**src/verilog/hdu_pkg.sv**
```systemverilog
// constants, register map and state types of the half-duplex nine-bit serial port
package hdu_pkg;
    // register indices, byte address is four times the index
    localparam logic [7:0] HDU_DATA_IDX = 8'hd6;
    localparam logic [7:0] HDU_CTRL_IDX = 8'hd7;
    localparam logic [9:0] HDU_DATA_ADDR = {HDU_DATA_IDX, 2'b00};
    localparam logic [9:0] HDU_CTRL_ADDR = {HDU_CTRL_IDX, 2'b00};

    // control/status field positions
    localparam int HDU_CR_RECEIVER_READY_FLAG = 7;
    localparam int HDU_CR_TRANSMITTER_EMPTY_FLAG = 6;
    localparam int HDU_CR_RECEIVE_IRQ_ENABLE = 5;
    localparam int HDU_CR_TRANSMIT_IRQ_ENABLE = 4;
    localparam int HDU_CR_BAUD_LSB = 1;
    localparam int HDU_CR_NINTH = 0;
    localparam logic [7:0] HDU_CTRL_RESET = 8'h00;
    localparam logic [7:0] HDU_DATA_RESET = 8'h00;

    // clock division factors per baud code, code 3'b111 reserved
    localparam logic [13:0] HDU_DIV0 = 14'h1a00;
    localparam logic [13:0] HDU_DIV1 = 14'h0d00;
    localparam logic [13:0] HDU_DIV2 = 14'h0680;
    localparam logic [13:0] HDU_DIV3 = 14'h0340;
    localparam logic [13:0] HDU_DIV4 = 14'h01a0;
    localparam logic [13:0] HDU_DIV5 = 14'h0100;
    localparam logic [13:0] HDU_DIV6 = 14'h00d0;
    localparam logic [2:0] HDU_BAUD_RSVD = 3'h7;
    localparam int HDU_STATE_SHIFT = 3;

    // bit-time phases and frame positions
    localparam logic [2:0] HDU_SAMPLE_A = 3'h3;
    localparam logic [2:0] HDU_SAMPLE_B = 3'h4;
    localparam logic [2:0] HDU_SAMPLE_C = 3'h5;
    localparam logic [2:0] HDU_LAST_PHASE = 3'h7;
    localparam logic [3:0] HDU_NINTH_POS = 4'h9;
    localparam logic [3:0] HDU_STOP_POS = 4'ha;

    typedef enum logic {HDU_TX_IDLE, HDU_TX_SEND} hdu_tx_state_t;
    typedef enum logic {HDU_RX_HUNT, HDU_RX_BITS} hdu_rx_state_t;
endpackage

```
**src/verilog/hdu_uart.sv**
```systemverilog
// half-duplex nine-bit serial port with avalon-mm register slave
// Contract
// - frame is start, nine data bits, stop: eleven bits, half-duplex only
// - starting a transmission aborts any reception in progress
// - eight states per bit, bit decided by two-of-three vote of samples
// - baud code selects division 6656 down to 208, code 111 reserved
// - data write sends start zero, eight bits lsb first, ninth bit, stop one
// - serial output line carries the transmitted data inverted
// - output select gives pin to transmitter only while sending, else port value
// - after stop bit transmitter-empty flag sets and may request interrupt
// - transmitter-empty clears on zero write or data write, one write sets it
// - when not sending, receiver hunts falling edge, waits one bit, assembles
// - received ninth bit overwrites the ninth-bit field, else it is kept
// - after nine bits wait a stop bit, then move character to buffer
// - receiver-ready sets on buffer load, interrupts if enabled, writable
// - writing enables never changes pending flags, enables only gate them
// - data read returns receive buffer, data write loads transmit shifter
// - baud select changes act immediately, avoid changing mid-character
// - port runs on its internal clock regardless of processor wait mode
`timescale 1ns/10ps
module hdu_uart (
    input wire logic sys_clk,
    input wire logic rst_n,
    input wire logic [9:0] avs_address,
    input wire logic avs_read,
    input wire logic avs_write,
    input wire logic [3:0] avs_byteenable,
    input wire logic [31:0] avs_writedata,
    output logic [31:0] avs_readdata,
    output logic avs_waitrequest,
    input wire logic serial_in_pin,
    input wire logic port_out_value,
    output logic serial_out_pin,
    output logic transmitter_output_select,
    output logic uart_irq
);
    logic bus_ack, next_bus_ack;
    logic [31:0] next_readdata;
    logic data_wr, ctrl_wr;
    logic in_s1, in_s2, in_s3, rx_level, next_rx_level, rx_fall;
    logic [9:0] presc, next_presc, presc_limit;
    logic baud_ok, tick;
    logic [13:0] div_sel;
    hdu_pkg::hdu_tx_state_t tx_state, next_tx_state;
    logic [10:0] tx_shift, next_tx_shift;
    logic [3:0] tx_pos, next_tx_pos;
    logic [2:0] tx_phase, next_tx_phase;
    logic tx_done, next_pin;
    hdu_pkg::hdu_rx_state_t rx_state, next_rx_state;
    logic [8:0] rx_shift, next_rx_shift;
    logic [3:0] rx_pos, next_rx_pos;
    logic [2:0] rx_phase, next_rx_phase;
    logic [2:0] votes, next_votes;
    logic rx_done, ninth_load, vote_bit;
    logic [7:0] rx_buffer, next_rx_buffer;
    logic receiver_ready_flag, transmitter_empty_flag, receive_irq_enable, transmit_irq_enable, ninth_bit;
    logic next_receiver_ready_flag, next_transmitter_empty_flag, next_receive_irq_enable, next_transmit_irq_enable, next_ninth_bit;
    logic [2:0] baud_select, next_baud_select;

    // avalon slave: one wait cycle, write and read take effect on the ack edge
    assign avs_waitrequest = (avs_read | avs_write) & ~bus_ack;
    assign data_wr = avs_write & bus_ack & avs_byteenable[0]
        & (avs_address == hdu_pkg::HDU_DATA_ADDR);
    assign ctrl_wr = avs_write & bus_ack & avs_byteenable[0]
        & (avs_address == hdu_pkg::HDU_CTRL_ADDR);

    always_comb begin
        next_bus_ack = (avs_read | avs_write) & ~bus_ack;
        next_readdata = avs_readdata;
        if (avs_read & ~bus_ack) begin
            // unmapped addresses read as zero
            next_readdata = 32'h0000_0000;
            if (avs_address == hdu_pkg::HDU_DATA_ADDR) begin
                next_readdata[7:0] = rx_buffer;
            end else if (avs_address == hdu_pkg::HDU_CTRL_ADDR) begin
                next_readdata[7:0] = {receiver_ready_flag, transmitter_empty_flag, receive_irq_enable, transmit_irq_enable, baud_select, ninth_bit};
            end
        end
    end

    always_ff @(posedge sys_clk) begin
        if (!rst_n) begin
            bus_ack <= 1'b0;
            avs_readdata <= 32'h0000_0000;
        end else begin
            bus_ack <= next_bus_ack;
            avs_readdata <= next_readdata;
        end
    end

    // pin synchroniser: level changes once second and third stage agree
    assign rx_fall = rx_level & (in_s2 == in_s3) & ~in_s3;

    always_comb begin
        next_rx_level = (in_s2 == in_s3) ? in_s3 : rx_level;
    end

    // clock divider, one tick per state, eight states per bit
    always_comb begin
        baud_ok = 1'b1;
        case (baud_select)
            3'h0: div_sel = hdu_pkg::HDU_DIV0;
            3'h1: div_sel = hdu_pkg::HDU_DIV1;
            3'h2: div_sel = hdu_pkg::HDU_DIV2;
            3'h3: div_sel = hdu_pkg::HDU_DIV3;
            3'h4: div_sel = hdu_pkg::HDU_DIV4;
            3'h5: div_sel = hdu_pkg::HDU_DIV5;
            3'h6: div_sel = hdu_pkg::HDU_DIV6;
            default: begin
                div_sel = hdu_pkg::HDU_DIV0;
                baud_ok = 1'b0;
            end
        endcase
        presc_limit = 10'(div_sel >> hdu_pkg::HDU_STATE_SHIFT) - 10'h001;
        // compare against the live code so a new baud acts at once
        tick = baud_ok & (presc >= presc_limit);
        next_presc = tick ? 10'h000 : presc + 10'h001;
        if (!baud_ok) begin
            next_presc = 10'h000;
        end
        // restart at a frame start; line edges while sending must not upset tx bit timing
        if (data_wr | (rx_fall & (rx_state == hdu_pkg::HDU_RX_HUNT)
                & (tx_state == hdu_pkg::HDU_TX_IDLE))) begin
            next_presc = 10'h000;
        end
    end

    // the block keeps running on sys_clk whatever the core is doing
    always_ff @(posedge sys_clk) begin
        if (!rst_n) begin
            in_s1 <= 1'b1;
            in_s2 <= 1'b1;
            in_s3 <= 1'b1;
            rx_level <= 1'b1;
            presc <= 10'h000;
        end else begin
            in_s1 <= serial_in_pin;
            in_s2 <= in_s1;
            in_s3 <= in_s2;
            rx_level <= next_rx_level;
            presc <= next_presc;
        end
    end

    // transmitter: eleven-bit shifter, line bit is shifter lsb
    always_comb begin
        next_tx_state = tx_state;
        next_tx_shift = tx_shift;
        next_tx_pos = tx_pos;
        next_tx_phase = tx_phase;
        tx_done = 1'b0;
        case (tx_state)
            hdu_pkg::HDU_TX_IDLE: begin
            end
            hdu_pkg::HDU_TX_SEND: begin
                if (tick) begin
                    next_tx_phase = tx_phase + 3'h1;
                    if (tx_phase == hdu_pkg::HDU_LAST_PHASE) begin
                        next_tx_shift = {1'b1, tx_shift[10:1]};
                        next_tx_pos = tx_pos + 4'h1;
                        if (tx_pos == hdu_pkg::HDU_STOP_POS) begin
                            next_tx_state = hdu_pkg::HDU_TX_IDLE;
                            tx_done = 1'b1;
                        end
                    end
                end
            end
            default: next_tx_state = hdu_pkg::HDU_TX_IDLE;
        endcase
        // a new data write always restarts the frame, even mid-character
        if (data_wr) begin
            next_tx_state = hdu_pkg::HDU_TX_SEND;
            next_tx_shift = {1'b1, ninth_bit, avs_writedata[7:0], 1'b0};
            next_tx_pos = 4'h0;
            next_tx_phase = 3'h0;
            tx_done = 1'b0;
        end
        // inverted data while sending, port value otherwise
        if (tx_state == hdu_pkg::HDU_TX_SEND) begin
            next_pin = ~tx_shift[0];
        end else begin
            next_pin = port_out_value;
        end
    end

    always_ff @(posedge sys_clk) begin
        if (!rst_n) begin
            tx_state <= hdu_pkg::HDU_TX_IDLE;
            tx_shift <= 11'h7ff;
            tx_pos <= 4'h0;
            tx_phase <= 3'h0;
            serial_out_pin <= 1'b0;
        end else begin
            tx_state <= next_tx_state;
            tx_shift <= next_tx_shift;
            tx_pos <= next_tx_pos;
            tx_phase <= next_tx_phase;
            serial_out_pin <= next_pin;
        end
    end

    assign transmitter_output_select = (tx_state == hdu_pkg::HDU_TX_SEND);

    // receiver: vote over phases three to five, decide at phase seven; the stop bit
    // ends at its last sample so a start edge right behind it still finds the hunt
    assign vote_bit = (votes[0] & votes[1]) | (votes[0] & votes[2]) | (votes[1] & votes[2]);

    always_comb begin
        next_rx_state = rx_state;
        next_rx_shift = rx_shift;
        next_rx_pos = rx_pos;
        next_rx_phase = rx_phase;
        next_votes = votes;
        next_rx_buffer = rx_buffer;
        rx_done = 1'b0;
        ninth_load = 1'b0;
        case (rx_state)
            hdu_pkg::HDU_RX_HUNT: begin
                if (rx_fall & (tx_state == hdu_pkg::HDU_TX_IDLE)) begin
                    next_rx_state = hdu_pkg::HDU_RX_BITS;
                    next_rx_pos = 4'h0;
                    next_rx_phase = 3'h0;
                end
            end
            hdu_pkg::HDU_RX_BITS: begin
                if (tick) begin
                    next_rx_phase = rx_phase + 3'h1;
                    if (rx_phase == hdu_pkg::HDU_SAMPLE_A) begin
                        next_votes[0] = rx_level;
                    end
                    if (rx_phase == hdu_pkg::HDU_SAMPLE_B) begin
                        next_votes[1] = rx_level;
                    end
                    if (rx_phase == hdu_pkg::HDU_SAMPLE_C) begin
                        next_votes[2] = rx_level;
                    end
                    if ((rx_pos == hdu_pkg::HDU_STOP_POS)
                        && (rx_phase == hdu_pkg::HDU_SAMPLE_C)) begin
                        next_rx_buffer = rx_shift[7:0];
                        next_rx_state = hdu_pkg::HDU_RX_HUNT;
                        rx_done = 1'b1;
                    end
                    if (rx_phase == hdu_pkg::HDU_LAST_PHASE) begin
                        next_rx_pos = rx_pos + 4'h1;
                        if (rx_pos == 4'h0) begin
                            // start bit only waited out, no check
                        end else if (rx_pos != hdu_pkg::HDU_STOP_POS) begin
                            next_rx_shift = {vote_bit, rx_shift[8:1]};
                            ninth_load = (rx_pos == hdu_pkg::HDU_NINTH_POS);
                        end
                    end
                end
            end
            default: next_rx_state = hdu_pkg::HDU_RX_HUNT;
        endcase
        // transmit has priority: the partial character is dropped
        if (data_wr) begin
            next_rx_state = hdu_pkg::HDU_RX_HUNT;
            rx_done = 1'b0;
            ninth_load = 1'b0;
            next_rx_buffer = rx_buffer;
        end
    end

    always_ff @(posedge sys_clk) begin
        if (!rst_n) begin
            rx_state <= hdu_pkg::HDU_RX_HUNT;
            rx_shift <= 9'h000;
            rx_pos <= 4'h0;
            rx_phase <= 3'h0;
            votes <= 3'h0;
            rx_buffer <= hdu_pkg::HDU_DATA_RESET;
        end else begin
            rx_state <= next_rx_state;
            rx_shift <= next_rx_shift;
            rx_pos <= next_rx_pos;
            rx_phase <= next_rx_phase;
            votes <= next_votes;
            rx_buffer <= next_rx_buffer;
        end
    end

    // control/status: hardware set beats a software clear in the same cycle
    always_comb begin
        next_receiver_ready_flag = receiver_ready_flag;
        next_transmitter_empty_flag = transmitter_empty_flag;
        next_receive_irq_enable = receive_irq_enable;
        next_transmit_irq_enable = transmit_irq_enable;
        next_baud_select = baud_select;
        next_ninth_bit = ninth_bit;
        if (ctrl_wr) begin
            next_receiver_ready_flag = avs_writedata[hdu_pkg::HDU_CR_RECEIVER_READY_FLAG];
            next_transmitter_empty_flag = avs_writedata[hdu_pkg::HDU_CR_TRANSMITTER_EMPTY_FLAG];
            next_receive_irq_enable = avs_writedata[hdu_pkg::HDU_CR_RECEIVE_IRQ_ENABLE];
            next_transmit_irq_enable = avs_writedata[hdu_pkg::HDU_CR_TRANSMIT_IRQ_ENABLE];
            next_baud_select = avs_writedata[hdu_pkg::HDU_CR_BAUD_LSB +: 3];
            next_ninth_bit = avs_writedata[hdu_pkg::HDU_CR_NINTH];
        end
        if (data_wr) begin
            next_transmitter_empty_flag = 1'b0;
        end
        if (tx_done) begin
            next_transmitter_empty_flag = 1'b1;
        end
        if (rx_done) begin
            next_receiver_ready_flag = 1'b1;
        end
        if (ninth_load) begin
            next_ninth_bit = vote_bit;
        end
    end

    always_ff @(posedge sys_clk) begin
        if (!rst_n) begin
            receiver_ready_flag <= hdu_pkg::HDU_CTRL_RESET[hdu_pkg::HDU_CR_RECEIVER_READY_FLAG];
            transmitter_empty_flag <= hdu_pkg::HDU_CTRL_RESET[hdu_pkg::HDU_CR_TRANSMITTER_EMPTY_FLAG];
            receive_irq_enable <= hdu_pkg::HDU_CTRL_RESET[hdu_pkg::HDU_CR_RECEIVE_IRQ_ENABLE];
            transmit_irq_enable <= hdu_pkg::HDU_CTRL_RESET[hdu_pkg::HDU_CR_TRANSMIT_IRQ_ENABLE];
            baud_select <= hdu_pkg::HDU_CTRL_RESET[hdu_pkg::HDU_CR_BAUD_LSB +: 3];
            ninth_bit <= hdu_pkg::HDU_CTRL_RESET[hdu_pkg::HDU_CR_NINTH];
        end else begin
            receiver_ready_flag <= next_receiver_ready_flag;
            transmitter_empty_flag <= next_transmitter_empty_flag;
            receive_irq_enable <= next_receive_irq_enable;
            transmit_irq_enable <= next_transmit_irq_enable;
            baud_select <= next_baud_select;
            ninth_bit <= next_ninth_bit;
        end
    end

    // enables only gate the pending flags, a software-set flag interrupts too
    assign uart_irq = (receiver_ready_flag & receive_irq_enable) | (transmitter_empty_flag & transmit_irq_enable);
endmodule

```
**config.mk**
```make
export PLATFORM = sky130hd
export DESIGN_NAME = hdu_uart
export DESIGN_NICKNAME = d
export VERILOG_FILES = /design/src/verilog/hdu_pkg.sv /design/src/verilog/hdu_uart.sv
export SDC_FILE = /design/constraint.sdc
export NUM_CORES = 1
export LEC_CHECK = 0
export ABC_AREA = 1
export BUFFER_PORTS_ARGS = -buffer_cell sky130_fd_sc_hd__buf_4
export CAP_MARGIN = 20
export CORE_MARGIN = 2
export CORE_UTILIZATION = 30
export DETAILED_ROUTE_END_ITERATION = 8
export PLACE_DENSITY = 0.49
export SLEW_MARGIN = 10
export SYNTH_ARGS = -nofsm -noshare
export SYNTH_HDL_FRONTEND = slang
export SYNTH_SLANG_ARGS = --single-unit
export TNS_END_PERCENT = 1
```
**constraint.sdc**
```tcl
create_clock -name sys_clk -period 2.1 [get_ports sys_clk]
set_clock_uncertainty 0.15 [all_clocks]
set_input_delay 0.42 -clock sys_clk [delete_from_list [all_inputs] [get_ports sys_clk]]
set_output_delay 0.42 -clock sys_clk [all_outputs]
set_load 0.02 [all_outputs]
```
### Word-level counts from Yosys, hierarchy flattened

Index checks and enable logic that the tools add are counted.

| storage, ports and cells | value |
|---|---|
| register bits after elaboration | 78 |
| bits of input ports | 52 |
| output and inout bits | 36 |
| logic and storage cells | 154 |

| operators by class | value |
|---|---|
| $add $sub $neg | 6 |
| magnitude comparators | 1 |
| equal/unequal tests | 21 |
| multiplexer cells | 47 |
| bitwise gates (word level) | 31 |
| reduce and logical (&&, ||, !) cells | 22 |

Operator list:

| cell | count |
|---|---|
| $pmux W13 S6 | 1 |
| $mux W10 | 4 |
| $mux W1 | 32 |
| $eq A3 B3 Y1 const B | 7 |
| $eq A10 B10 Y1 const B | 2 |
| $reduce_and A3 Y1 | 6 |
| $and A1 B1 Y1 | 17 |
| $mux W8 | 2 |
| $eq A4 B4 Y1 const B | 3 |
| $mux W4 | 3 |
| $add A10 B1 Y10 const B | 1 |
| $ge A10 B10 Y1 | 1 |
| $reduce_bool A2 Y1 | 5 |
| $sub A10 B1 Y10 const B | 1 |
| $eq A3 B2 Y1 const B | 3 |
| $not A1 Y1 | 9 |
| $add A4 B1 Y4 const B | 2 |
| $pmux W4 S2 | 1 |
| $reduce_or A7 Y1 | 1 |
| $add A3 B1 Y3 const B | 2 |
| $mux W3 | 2 |
| $pmux W3 S2 | 1 |
| $or A1 B1 Y1 | 5 |
| $reduce_and A5 Y1 | 1 |
| 14 further kinds | 16 |

### Logic depth before layout (Yosys ltp)

Gate-level depths: netlist of run 1.

| depth | value |
|---|---|
| word-level depth | 9 |
| depth in mapped cells | 18 |
| gate-level depth less buffers | 17 |

### Worst setup path after synthesis of run 1

OpenSTA, ideal clock, no wires.

| path | value |
|---|---|
| kind | reg2reg |
| start point | register baud_select[2] |
| end point | register rx_buffer[6] |
| setup time | 113 ps |
| arrival time | 1,949 ps |
| data required time | 1,837 ps |
| slack | -112 ps |
| cell stages (with the launch flop) | 17 |
| path buffers | 1 |
| clock period less this slack | 2,212 ps |
| cells stage by stage | dfxtp_1 > inv_1 > nor2_1 > inv_1 > o2111ai_1 > ha_1 > nand2_2 > inv_1 > a21oi_2 > nand3_2 > nand2_4 > clkinv_4 > nand3_4 > buf_8 > nand2_1 > nand2_1 > nor2_1 |

| on the way | value |
|---|---|
| word-level cells in the longest chain between the ends | 6 |
| elaborated cells on any way between the ends | 14 |
| classes of those cells | add/sub (1); order compare (1); eq/ne (6); mux (2); bitwise (1); reduce/logical (3) |

Ends and longest elaborated chain:

| item | RTL line | RTL |
|---|---|---|
| start: declaration | hdu_uart.sv:58 | `logic [2:0] baud_select, next_baud_select;` |
| start signal: assignment | hdu_uart.sv:319 | `baud_select <= hdu_pkg::HDU_CTRL_RESET[hdu_pkg::HDU_CR_BAUD_LSB +: 3];` |
| start signal: assignment | hdu_uart.sv:326 | `baud_select <= next_baud_select;` |
| $eq A3 B3 Y1 (tied with other cells) | hdu_uart.sv:101 | `case (baud_select)` |
| $pmux W13 S6 | hdu_uart.sv:101 |  |
| $sub A10 B1 Y10 | hdu_uart.sv:114 | `presc_limit = 10'(div_sel >> hdu_pkg::HDU_STATE_SHIFT) - 10'h001;` |
| $ge A10 B10 Y1 | hdu_uart.sv:116 | `tick = baud_ok & (presc >= presc_limit);` |
| $and A1 B1 Y1 * | hdu_uart.sv:116 |  |
| $reduce_and A4 Y1 (no source line) * | -- |  |
| end signal: assignment | hdu_uart.sv:272 | `rx_buffer <= hdu_pkg::HDU_DATA_RESET;` |
| end signal: assignment | hdu_uart.sv:279 | `rx_buffer <= next_rx_buffer;` |
| end: declaration | hdu_uart.sv:55 | `logic [7:0] rx_buffer, next_rx_buffer;` |

Mark *: on every way between the ends. The rest lies on a longest branch, timed or not.
A chain may end at the register's enable or synchronous reset.

### Final worst setup path of run 1

| path | value |
|---|---|
| start point | register baud_select[1] |
| end point | register tx_shift[1] |

| on the way | value |
|---|---|
| word-level cells in the longest chain between the ends | 7 |
| elaborated cells on any way between the ends | 15 |
| classes of those cells | add/sub (1); order compare (1); eq/ne (6); mux (2); bitwise (1); reduce/logical (4) |

Ends and longest elaborated chain:

| item | RTL line | RTL |
|---|---|---|
| $eq A3 B3 Y1 (tied with other cells) | hdu_uart.sv:101 |  |
| $pmux W13 S6 | hdu_uart.sv:101 |  |
| $sub A10 B1 Y10 | hdu_uart.sv:114 |  |
| $ge A10 B10 Y1 | hdu_uart.sv:116 |  |
| $and A1 B1 Y1 * | hdu_uart.sv:116 |  |
| $reduce_bool A2 Y1 (no source line) * | -- |  |
| $reduce_and A3 Y1 (no source line) * | -- |  |
| end signal: assignment | hdu_uart.sv:195 | `tx_shift <= next_tx_shift;` |
| end: declaration | hdu_uart.sv:45 | `logic [10:0] tx_shift, next_tx_shift;` |

Marks and branches as above.

==> flow_summary.ini, run 1 <==
[pwr]
total_power_mw = 3.32
p_leak_nw = 2.59
power_per_cell_area_nw_per_um2 = 590
irDropWorstVdd_mv = 0.345

[routing]
drt_iter0_markers = 198
drc_errors = 0
avgRoutedWirePerCell_um = 12.4
wl_um = 10600
ant_nets = 0
vias_per_cell = 4.47
via_count = 3811
drt-pass1-iter-count = 4

[critical_path]
cpPeakStageDelay_ps = 380
arrival_ps = 2450
crit_path_end_kind = register
path_buf_inv = 3
reg2reg_to = tx_shift[1]
cp_top_family = simple AND/OR/NAND/NOR gates
critPathLaunchType = register
r2r_slack_ps = -280
r2r_cells = 13
path_common_cell = nand3_1
worstSetupPathType = reg2reg
slowest_stage = dfxtp_4
crit_required_ps = 2160
crit_fanout = 5
path_cells = inv_6, nand2_4, a21oi_2, inv_2, ha_4, nand2_2, nor2_4, nand3_2, nand3_4, nand4_1, buf_4, nand3_1, nand3_1
r2r-start = baud_select[1]

[sta]
finalHoldViolCount = 0
rsz0062_at_grt = yes
min_period_ps = 2380
fin_ws_ps = -284
period_share = 1.14
setup_violations = 60
maxSlewViolCount = 0
max_freq_ghz = 0.419

[hold_path]
holdCritPathClass = in2reg
worstHoldPathCells = 2
hold-path-endpoint = in_s1
hp-start = serial_in_pin

[cts]
clock-root-buffer = clkbuf_16
clk_pin_slew_ps = 60
cts_tree = built
clockBufferDepth = 2
cts.htree.levels = 3
numCtsBuffers = 9
cts.sinks = 78
insertion_delay_ps = 330
holdBufCountCts = 0

[place]
io_buffers = 36
dp_slack_ps = -370
dp_hpwl_um = 7290
place_congestion = 0.819

[synthesis]
synth_area_leaders = dfxtp_1, nand2_1, inv_1
synth_seq_area_share = 0.371
synth_warnings = 0
ys.flop_type = dfxtp_1
synth.avg_cell_area_sq_um = 7.26
ys_types = 44
yosysTopAreaCell = dfxtp_1
synth-edff-count = 0
syn_area_sq_um = 4210
syn_inst = 579
ys_seq_elements = 78
async_flop_share = 0
synth_top_area_share = 0.371

[finish]
fillers = 1403
mostFrequentLayoutCells = nand2_1, buf_4, dfxtp_1, inv_1, nor2_1
final_common_cell = nand2_1
diodes = 0
layout.nets = 743
area_growth_pct = 33.7
drive_above_1_share = 0.287
final_core_utilization = 0.408

[global_routing]
grt_antenna_before_repair = 0
grt_first_pass_wirelength_um = 16800
grt_pass1_vias = 3469
gr-usage-all-layers = 0.143
grt_overflow_total = 0
grt_max_degree = 44

[floorplan]
rows = 43
die_h_um = 122
fp.coreArea_sq_um = 13800
ios = 88
fp.dieW_um = 122
dieArea_sq_um = 15000
start_util = 0.305

[outcome]
status = finished, violations left
violations = negative setup slack

[flow_run]
maxCapViolations = 0
## timing repair
| item | 4_1_cts | 5_1_grt |
|---|---|---|
| resized for setup | 46 | 34 |
| setup buffers | 19 | 2 |
| pin swaps | 28 | 22 |
| endpoints found under the setup margin | 59 | 60 |
| gates cloned | 0 | 1 |
## report_power, final
group          leakage [nW]  internal [mW]  switching [mW]
clock network         0.152          0.979           0.593
logic                  1.80         0.0873           0.148
registers             0.634           1.50          0.0139
## metrics by stage
| step | cells | cell area (sq um) | hold WS, ps | TNS [ps] |
|---|---|---|---|---|
| after global placement | 815 | 4830 | 247 | -14100 |
| after detailed placement | 815 | 4830 | 259 | -15160 |
| final | 853 | 5620 | 127 | -12660 |
| after CTS | 850 | 5440 | 115 | -8530 |
| after global routing | 853 | 5620 | 121 | -20610 |
| after floorplan | 602 | 4300 | 243 | -29.9 |
## layer usage
| metal | global-route usage | share of wire | vias up |
|---|---|---|---|
| li1 | - | - | 1996 |
| met3 | 0.0321 | 0.035 | 18 |
| met2 | 0.237 | 0.48 | 71 |
| met4 | 0.0639 | 0.025 | 0 |
| met1 | 0.178 | 0.46 | 1726 |
| met5 | 0 | 0 | - |
## sequential cells by signal, indices dropped and copies added (netlist names), 3 cells and up
signal and flops:
presc 10, rx_shift 9, avs_readdata 8, tx_phase 3, rx_buffer 8, rx_phase 3, votes 3, tx_shift 10
baud_select 3, tx_pos 4, rx_pos 4
## synth_stat cells, types with 5 or more instances
| cell type | instances |
|---|---|
| nand4_1 | 6 |
| buf_4 | 26 |
| xor2_1 | 5 |
| inv_1 | 80 |
| o21ai_0 | 23 |
| clkbuf_1 | 6 |
| o221ai_1 | 6 |
| dfxtp_1 | 78 |
| a21oi_1 | 36 |
| nor3_1 | 14 |
| nor2_1 | 70 |
| ha_1 | 23 |
| nand3_1 | 45 |
| nand2_1 | 107 |
## cell type report
cell class	instances	area (sq um)	share of cell area
inverters	84	338	0.0601
clock buffers	12	256	0.0456
multi-input cells	403	2420	0.430
well taps	180	225	0.0401
repair buffers	92	766	0.136
clock inverters	4	45.0	0.00801
flip-flops and latches	78	1570	0.280
## cell families after synthesis
family / synth area share
AO/OA/AOI/OAI: 0.103
XOR/XNOR: 0.0125
adder cells (fa/ha/maj): 0.0684
buffers and inverters: 0.137
flip-flops: 0.371
other: 0.000892
AND/OR/NAND/NOR: 0.307
## worst max-delay path by stage
stage / start / endpoint / slack (ps) / cells past startpoint
floorplan: baud_select[2] / rx_buffer[6] / -20 / 16
global placement: baud_select[0] / tx_shift[1] / -330 / 12
detailed placement: baud_select[2] / tx_shift[5] / -370 / 15
CTS: baud_select[0] / tx_shift[1] / -220 / 12
global route: baud_select[1] / rx_shift[0] / -420 / 17
finish: baud_select[1] / tx_shift[1] / -280 / 13
No activity file was read; power rests on OpenSTA's default activity.
==> run 2, diff against run 1 <==
PLACE_DENSITY = 0.47   (was 0.49)
clock period = 2.4 ns   (was 2.1 ns; I/O delays follow)
==> run 2 against run 1 <==
  * The flow now finishes without violations
  * Via count decreased by 3.4%
  * Combinational power decreased by 19%
  * Utilization decreased by 2.7 points
  * Wire length decreased by 7.2%
  * Sequential share of layout area increased by 2.0 points
  * Die area unchanged
  * Non-clock buffer count decreased by 28
  * Count of clock-buffer cells in the layout increased by 1
  * Setup slack improved by 340 ps
  * Fmax increased by 1.7%
  * Highest routed layer unchanged
==> flow_summary.ini, run 2 (same netlist as run 1, synthesis figures left out) <==
[cts]
clock-root-buffer = clkbuf_16
numCtsBuffers = 9
cts.htree.levels = 3
insertion_delay_ps = 330
clockBufferDepth = 2
clk_pin_slew_ps = 60
cts_tree = built
cts.sinks = 78

[finish]
final_common_cell = nand2_1
diodes = 0
area_growth_pct = 24.7
stdcell_area_sq_um = 5240
top_regs = presc x10, tx_shift x10, rx_shift x9
drive_above_1_share = 0.222
layout.nets = 715
fillers = 1458
mostFrequentLayoutCells = nand2_1, dfxtp_1, inv_1, nor2_1, buf_4
final_cells = 825

[place]
postPlaceCellArea_sq_um = 4750
io_buffers = 36
dp_hpwl_um = 7270
dp_slack_ps = -59.4
place_congestion = 0.795
placedCellCount = 806

[floorplan]
die_h_um = 122
fp.coreArea_sq_um = 13800
dieArea_sq_um = 15000
ios = 88
fp.dieW_um = 122
start_util = 0.305
rows = 43

[critical_path]
r2r_cells = 13
crit_fanout = 6
cp-startpoint = baud_select[2]
critPathLaunchType = register
r2r-start = baud_select[2]
worstSetupPathType = reg2reg
arrival_ps = 2460
crit_path_end_kind = register
crit_required_ps = 2510

[global_routing]
gr-usage-all-layers = 0.139
grt_pass1_vias = 3406
grt_max_degree = 27
grt_overflow_total = 0
grt_antenna_before_repair = 0
grt_first_pass_wirelength_um = 16300

[routing]
drc_errors = 0
via_count = 3680
drt-pass1-iter-count = 4
ant_nets = 0
drt_iter0_markers = 182
avgRoutedWirePerCell_um = 11.9
vias_per_cell = 4.46
wl_um = 9840

[sta]
fin_ws_ps = 55.2
max_freq_ghz = 0.426
rsz0062_at_grt = yes
tns_ps = 0
tightest_slew_ps = 726
maxSlewHeadroom = 0.511
setup_violations = 0
maxSlewViolCount = 0
finalHoldViolCount = 0
period_share = 0.977
min_period_ps = 2340
timing.hold.ws_ps = 181

[hold_path]
worstHoldPathCells = 2
holdCritPathClass = in2reg
hp-start = serial_in_pin

[pwr]
p_leak_nw = 2.39
power_per_cell_area_nw_per_um2 = 564
irDropWorstVdd_mv = 0.317

[flow_run]
maxCapViolations = 0

[outcome]
status = complete, no violations
## run 2: cell types whose count changed in the layout (fill, tap and decap cells not counted), sizes merged
cell | previous run | this run
clkinv | 6 | 5
buf | 92 | 64
clkbuf | 12 | 13
## run 2: final cells by class
cell class              instances  area (sq um)  share of cell area
repair buffers                 64           520              0.0993
inverters                      84           328              0.0625
clock buffers                  13           280              0.0534
well taps                     180           225              0.0429
flip-flops and latches         78          1570               0.299
clock inverters                 3          40.0             0.00764
multi-input cells             403          2280               0.435
## run 2: what timing repair did
item	in CTS	in global routing
buffers inserted	0	2
resized for setup	6	40
endpoints found under the setup margin	33	59
pin swaps	0	14
hold buffers	0	0
gates cloned	0	1
## run 2: worst max-delay path, stage by stage, from the launching register on
cell and delay, ps:
dfxtp_2 330, buf_6 130, nor2_4 110, inv_2 50, buf_4 140, ha_4 250, nand2_2 60, nor2_4 110
nand3_2 90, nand3_4 150, nand3_4 150, buf_6 160, or2_2 260, a21oi_1 130
## run 2: worst paths after layout
path / to / slack (ps)
max: rx_phase[2] / 60
min: in_s1 / 180
max reg2reg: rx_phase[2] / 60
min reg2reg: in_s2 / 260
## run 2: metal layers
layer / wire (um) / track usage
met5: 0 / 0
met4: 202 / 0.0596
met3: 314 / 0.0311
met2: 4510 / 0.222
met1: 4810 / 0.181
## run 2: where the power goes
part / switching, mW / total [mW] / internal (mW)
Clock: 0.529 / 1.44 / 0.916
Combinational: 0.122 / 0.191 / 0.0691
Sequential: 0.0119 / 1.32 / 1.31
## run 2: through the flow
stage / util / power, mW
2_1_floorplan: - / 1.49
3_5_place_dp: 0.345 / 1.55
3_3_place_gp: 0.345 / 1.55
4_1_cts: 0.369 / 3.01
6_report: 0.381 / 2.96
5_1_grt: 0.381 / 3.08
==> run 3, diff against run 2 <==
CTS_BUF_LIST = sky130_fd_sc_hd__clkbuf_4 sky130_fd_sc_hd__clkbuf_8   (was default)
PLACE_DENSITY = 0.55   (was 0.47)
==> run 3 against run 2 <==
  * Hold slack worse by 33 ps
  * Cell count shrank 0.48%
  * Clock power fell by 22%
  * Combinational power is 2% higher
==> flow_summary.ini, run 3 (same netlist as run 1, synthesis figures left out) <==
[outcome]
status = complete, no violations

[floorplan]
die_h_um = 122
dieArea_sq_um = 15000
start_util = 0.305
ios = 88
fp.dieW_um = 122
rows = 43
fp.coreArea_sq_um = 13800

[routing]
vias_per_cell = 4.52
drt_iter0_markers = 148
wl_um = 9620
ant_nets = 0
avgRoutedWirePerCell_um = 11.7
drc_errors = 0
via_count = 3710
drt-pass1-iter-count = 4

[cts]
cts_tree = built
clk_pin_slew_ps = 90
cts.htree.levels = 3
clock-root-buffer = clkbuf_8
insertion_delay_ps = 370
numCtsBuffers = 9
cts.sinks = 78
clockBufferDepth = 2

[global_routing]
grt_first_pass_wirelength_um = 16100
gr-usage-all-layers = 0.135
grt_overflow_total = 0
grt_pass1_vias = 3419
grt_antenna_before_repair = 0
grt_max_degree = 29

[finish]
top_regs = presc x10, tx_shift x10, rx_shift x9
diodes = 0
layout.nets = 711
stdcell_area_sq_um = 5130
final_common_cell = nand2_1
drive_above_1_share = 0.215
mostFrequentLayoutCells = nand2_1, inv_1, dfxtp_1, nor2_1, buf_4
area_growth_pct = 22.0
final_cells = 821

[sta]
min_period_ps = 2390
maxSlewHeadroom = 0.506
fin_ws_ps = 6.85
max_freq_ghz = 0.418
finalHoldViolCount = 0
tightest_slew_ps = 733
rsz0062_at_grt = yes
setup_violations = 0
maxSlewViolCount = 0
period_share = 0.997

[pwr]
power_per_cell_area_nw_per_um2 = 514
p_leak_nw = 2.33
irDropWorstVdd_mv = 0.371

[critical_path]
crit_fanout = 9
arrival_ps = 2540
r2r_slack_ps = 7
worstSetupPathType = reg2reg
crit_path_end_kind = register
critPathLaunchType = register
crit_required_ps = 2550

[place]
dp_hpwl_um = 7050
place_congestion = 0.836
postPlaceCellArea_sq_um = 4750
io_buffers = 36
placedCellCount = 804
dp_slack_ps = -148

[hold_path]
holdCritPathClass = in2reg

[flow_run]
maxCapViolations = 0
-- run 3: changes by cell type in the layout (fill, tap and decap cells not counted), sizes merged --
cell	previous run	this run
buf	64	60
clkinvlp	0	2
clkbuf	13	9
bufinv	1	2
inv	81	82
-- run 3: timing repair --
| item | in CTS | in global routing |
|---|---|---|
| hold buffers | 0 | 0 |
| gates cloned | 0 | 0 |
| gates resized for setup | 11 | 39 |
| hold endpoints to repair | 0 | 0 |
| setup buffers | 0 | 1 |
| pin swaps | 1 | 13 |
| setup endpoints to repair | 53 | 58 |
-- run 3: path summary, 6_finish.rpt --
path                  startpoint     endpoint  cells after the start
hold reg to reg            in_s1        in_s2                      1
hold / removal     serial_in_pin        in_s1                      2
setup reg to reg  baud_select[1]  rx_shift[4]                     15
setup / recovery  baud_select[1]  rx_shift[4]                     15
-- run 3: cell type report --
type | count | area (sq um)
Timing Repair Buffer | 60 | 495
Fill cell | 1457 | 8640
Clock buffer | 9 | 124
Multi-Input combinational cell | 403 | 2280
Clock inverter | 7 | 95.1
Inverter | 84 | 339
Tap cell | 180 | 225
Sequential cell | 78 | 1570
-- run 3: per-stage QoR --
step	setup TNS (ps)	util	hold WS [ps]	power, mW
final	0	0.373	148	2.64
after global routing	-1940	0.373	139	2.74
after CTS	-18.9	0.362	136	2.67
after detailed placement	-2470	0.345	250	1.55
after global placement	-1470	0.345	247	1.54
after floorplan	0	-	243	1.49
-- run 3: worst max-delay path, stage by stage, from the launching register on --
cell and delay (ps):
dfxtp_4 380, inv_6 80, nand2_4 60, a21oi_2 160, inv_1 60, ha_1 290, nand2_1 90, nor2_4 110
nand2_2 80, nand3_4 140, nand3_4 130, buf_4 170, nor3_4 140, buf_12 140, nor2_1 40, nor2_1 90
-- run 3: metal layers --
metal / up-vias / GRT usage / wire length [um]
met3: 12 / 0.0302 / 350
met2: 69 / 0.229 / 4600
met4: 0 / 0.0517 / 158
met5: - / 0 / 0
met1: 1701 / 0.168 / 4520
li1: 1928 / - / -
-- run 3: report_power, final --
group	internal (mW)	switching (mW)
Clock	0.589	0.536
Combinational	0.0697	0.125
Sequential	1.31	0.0122
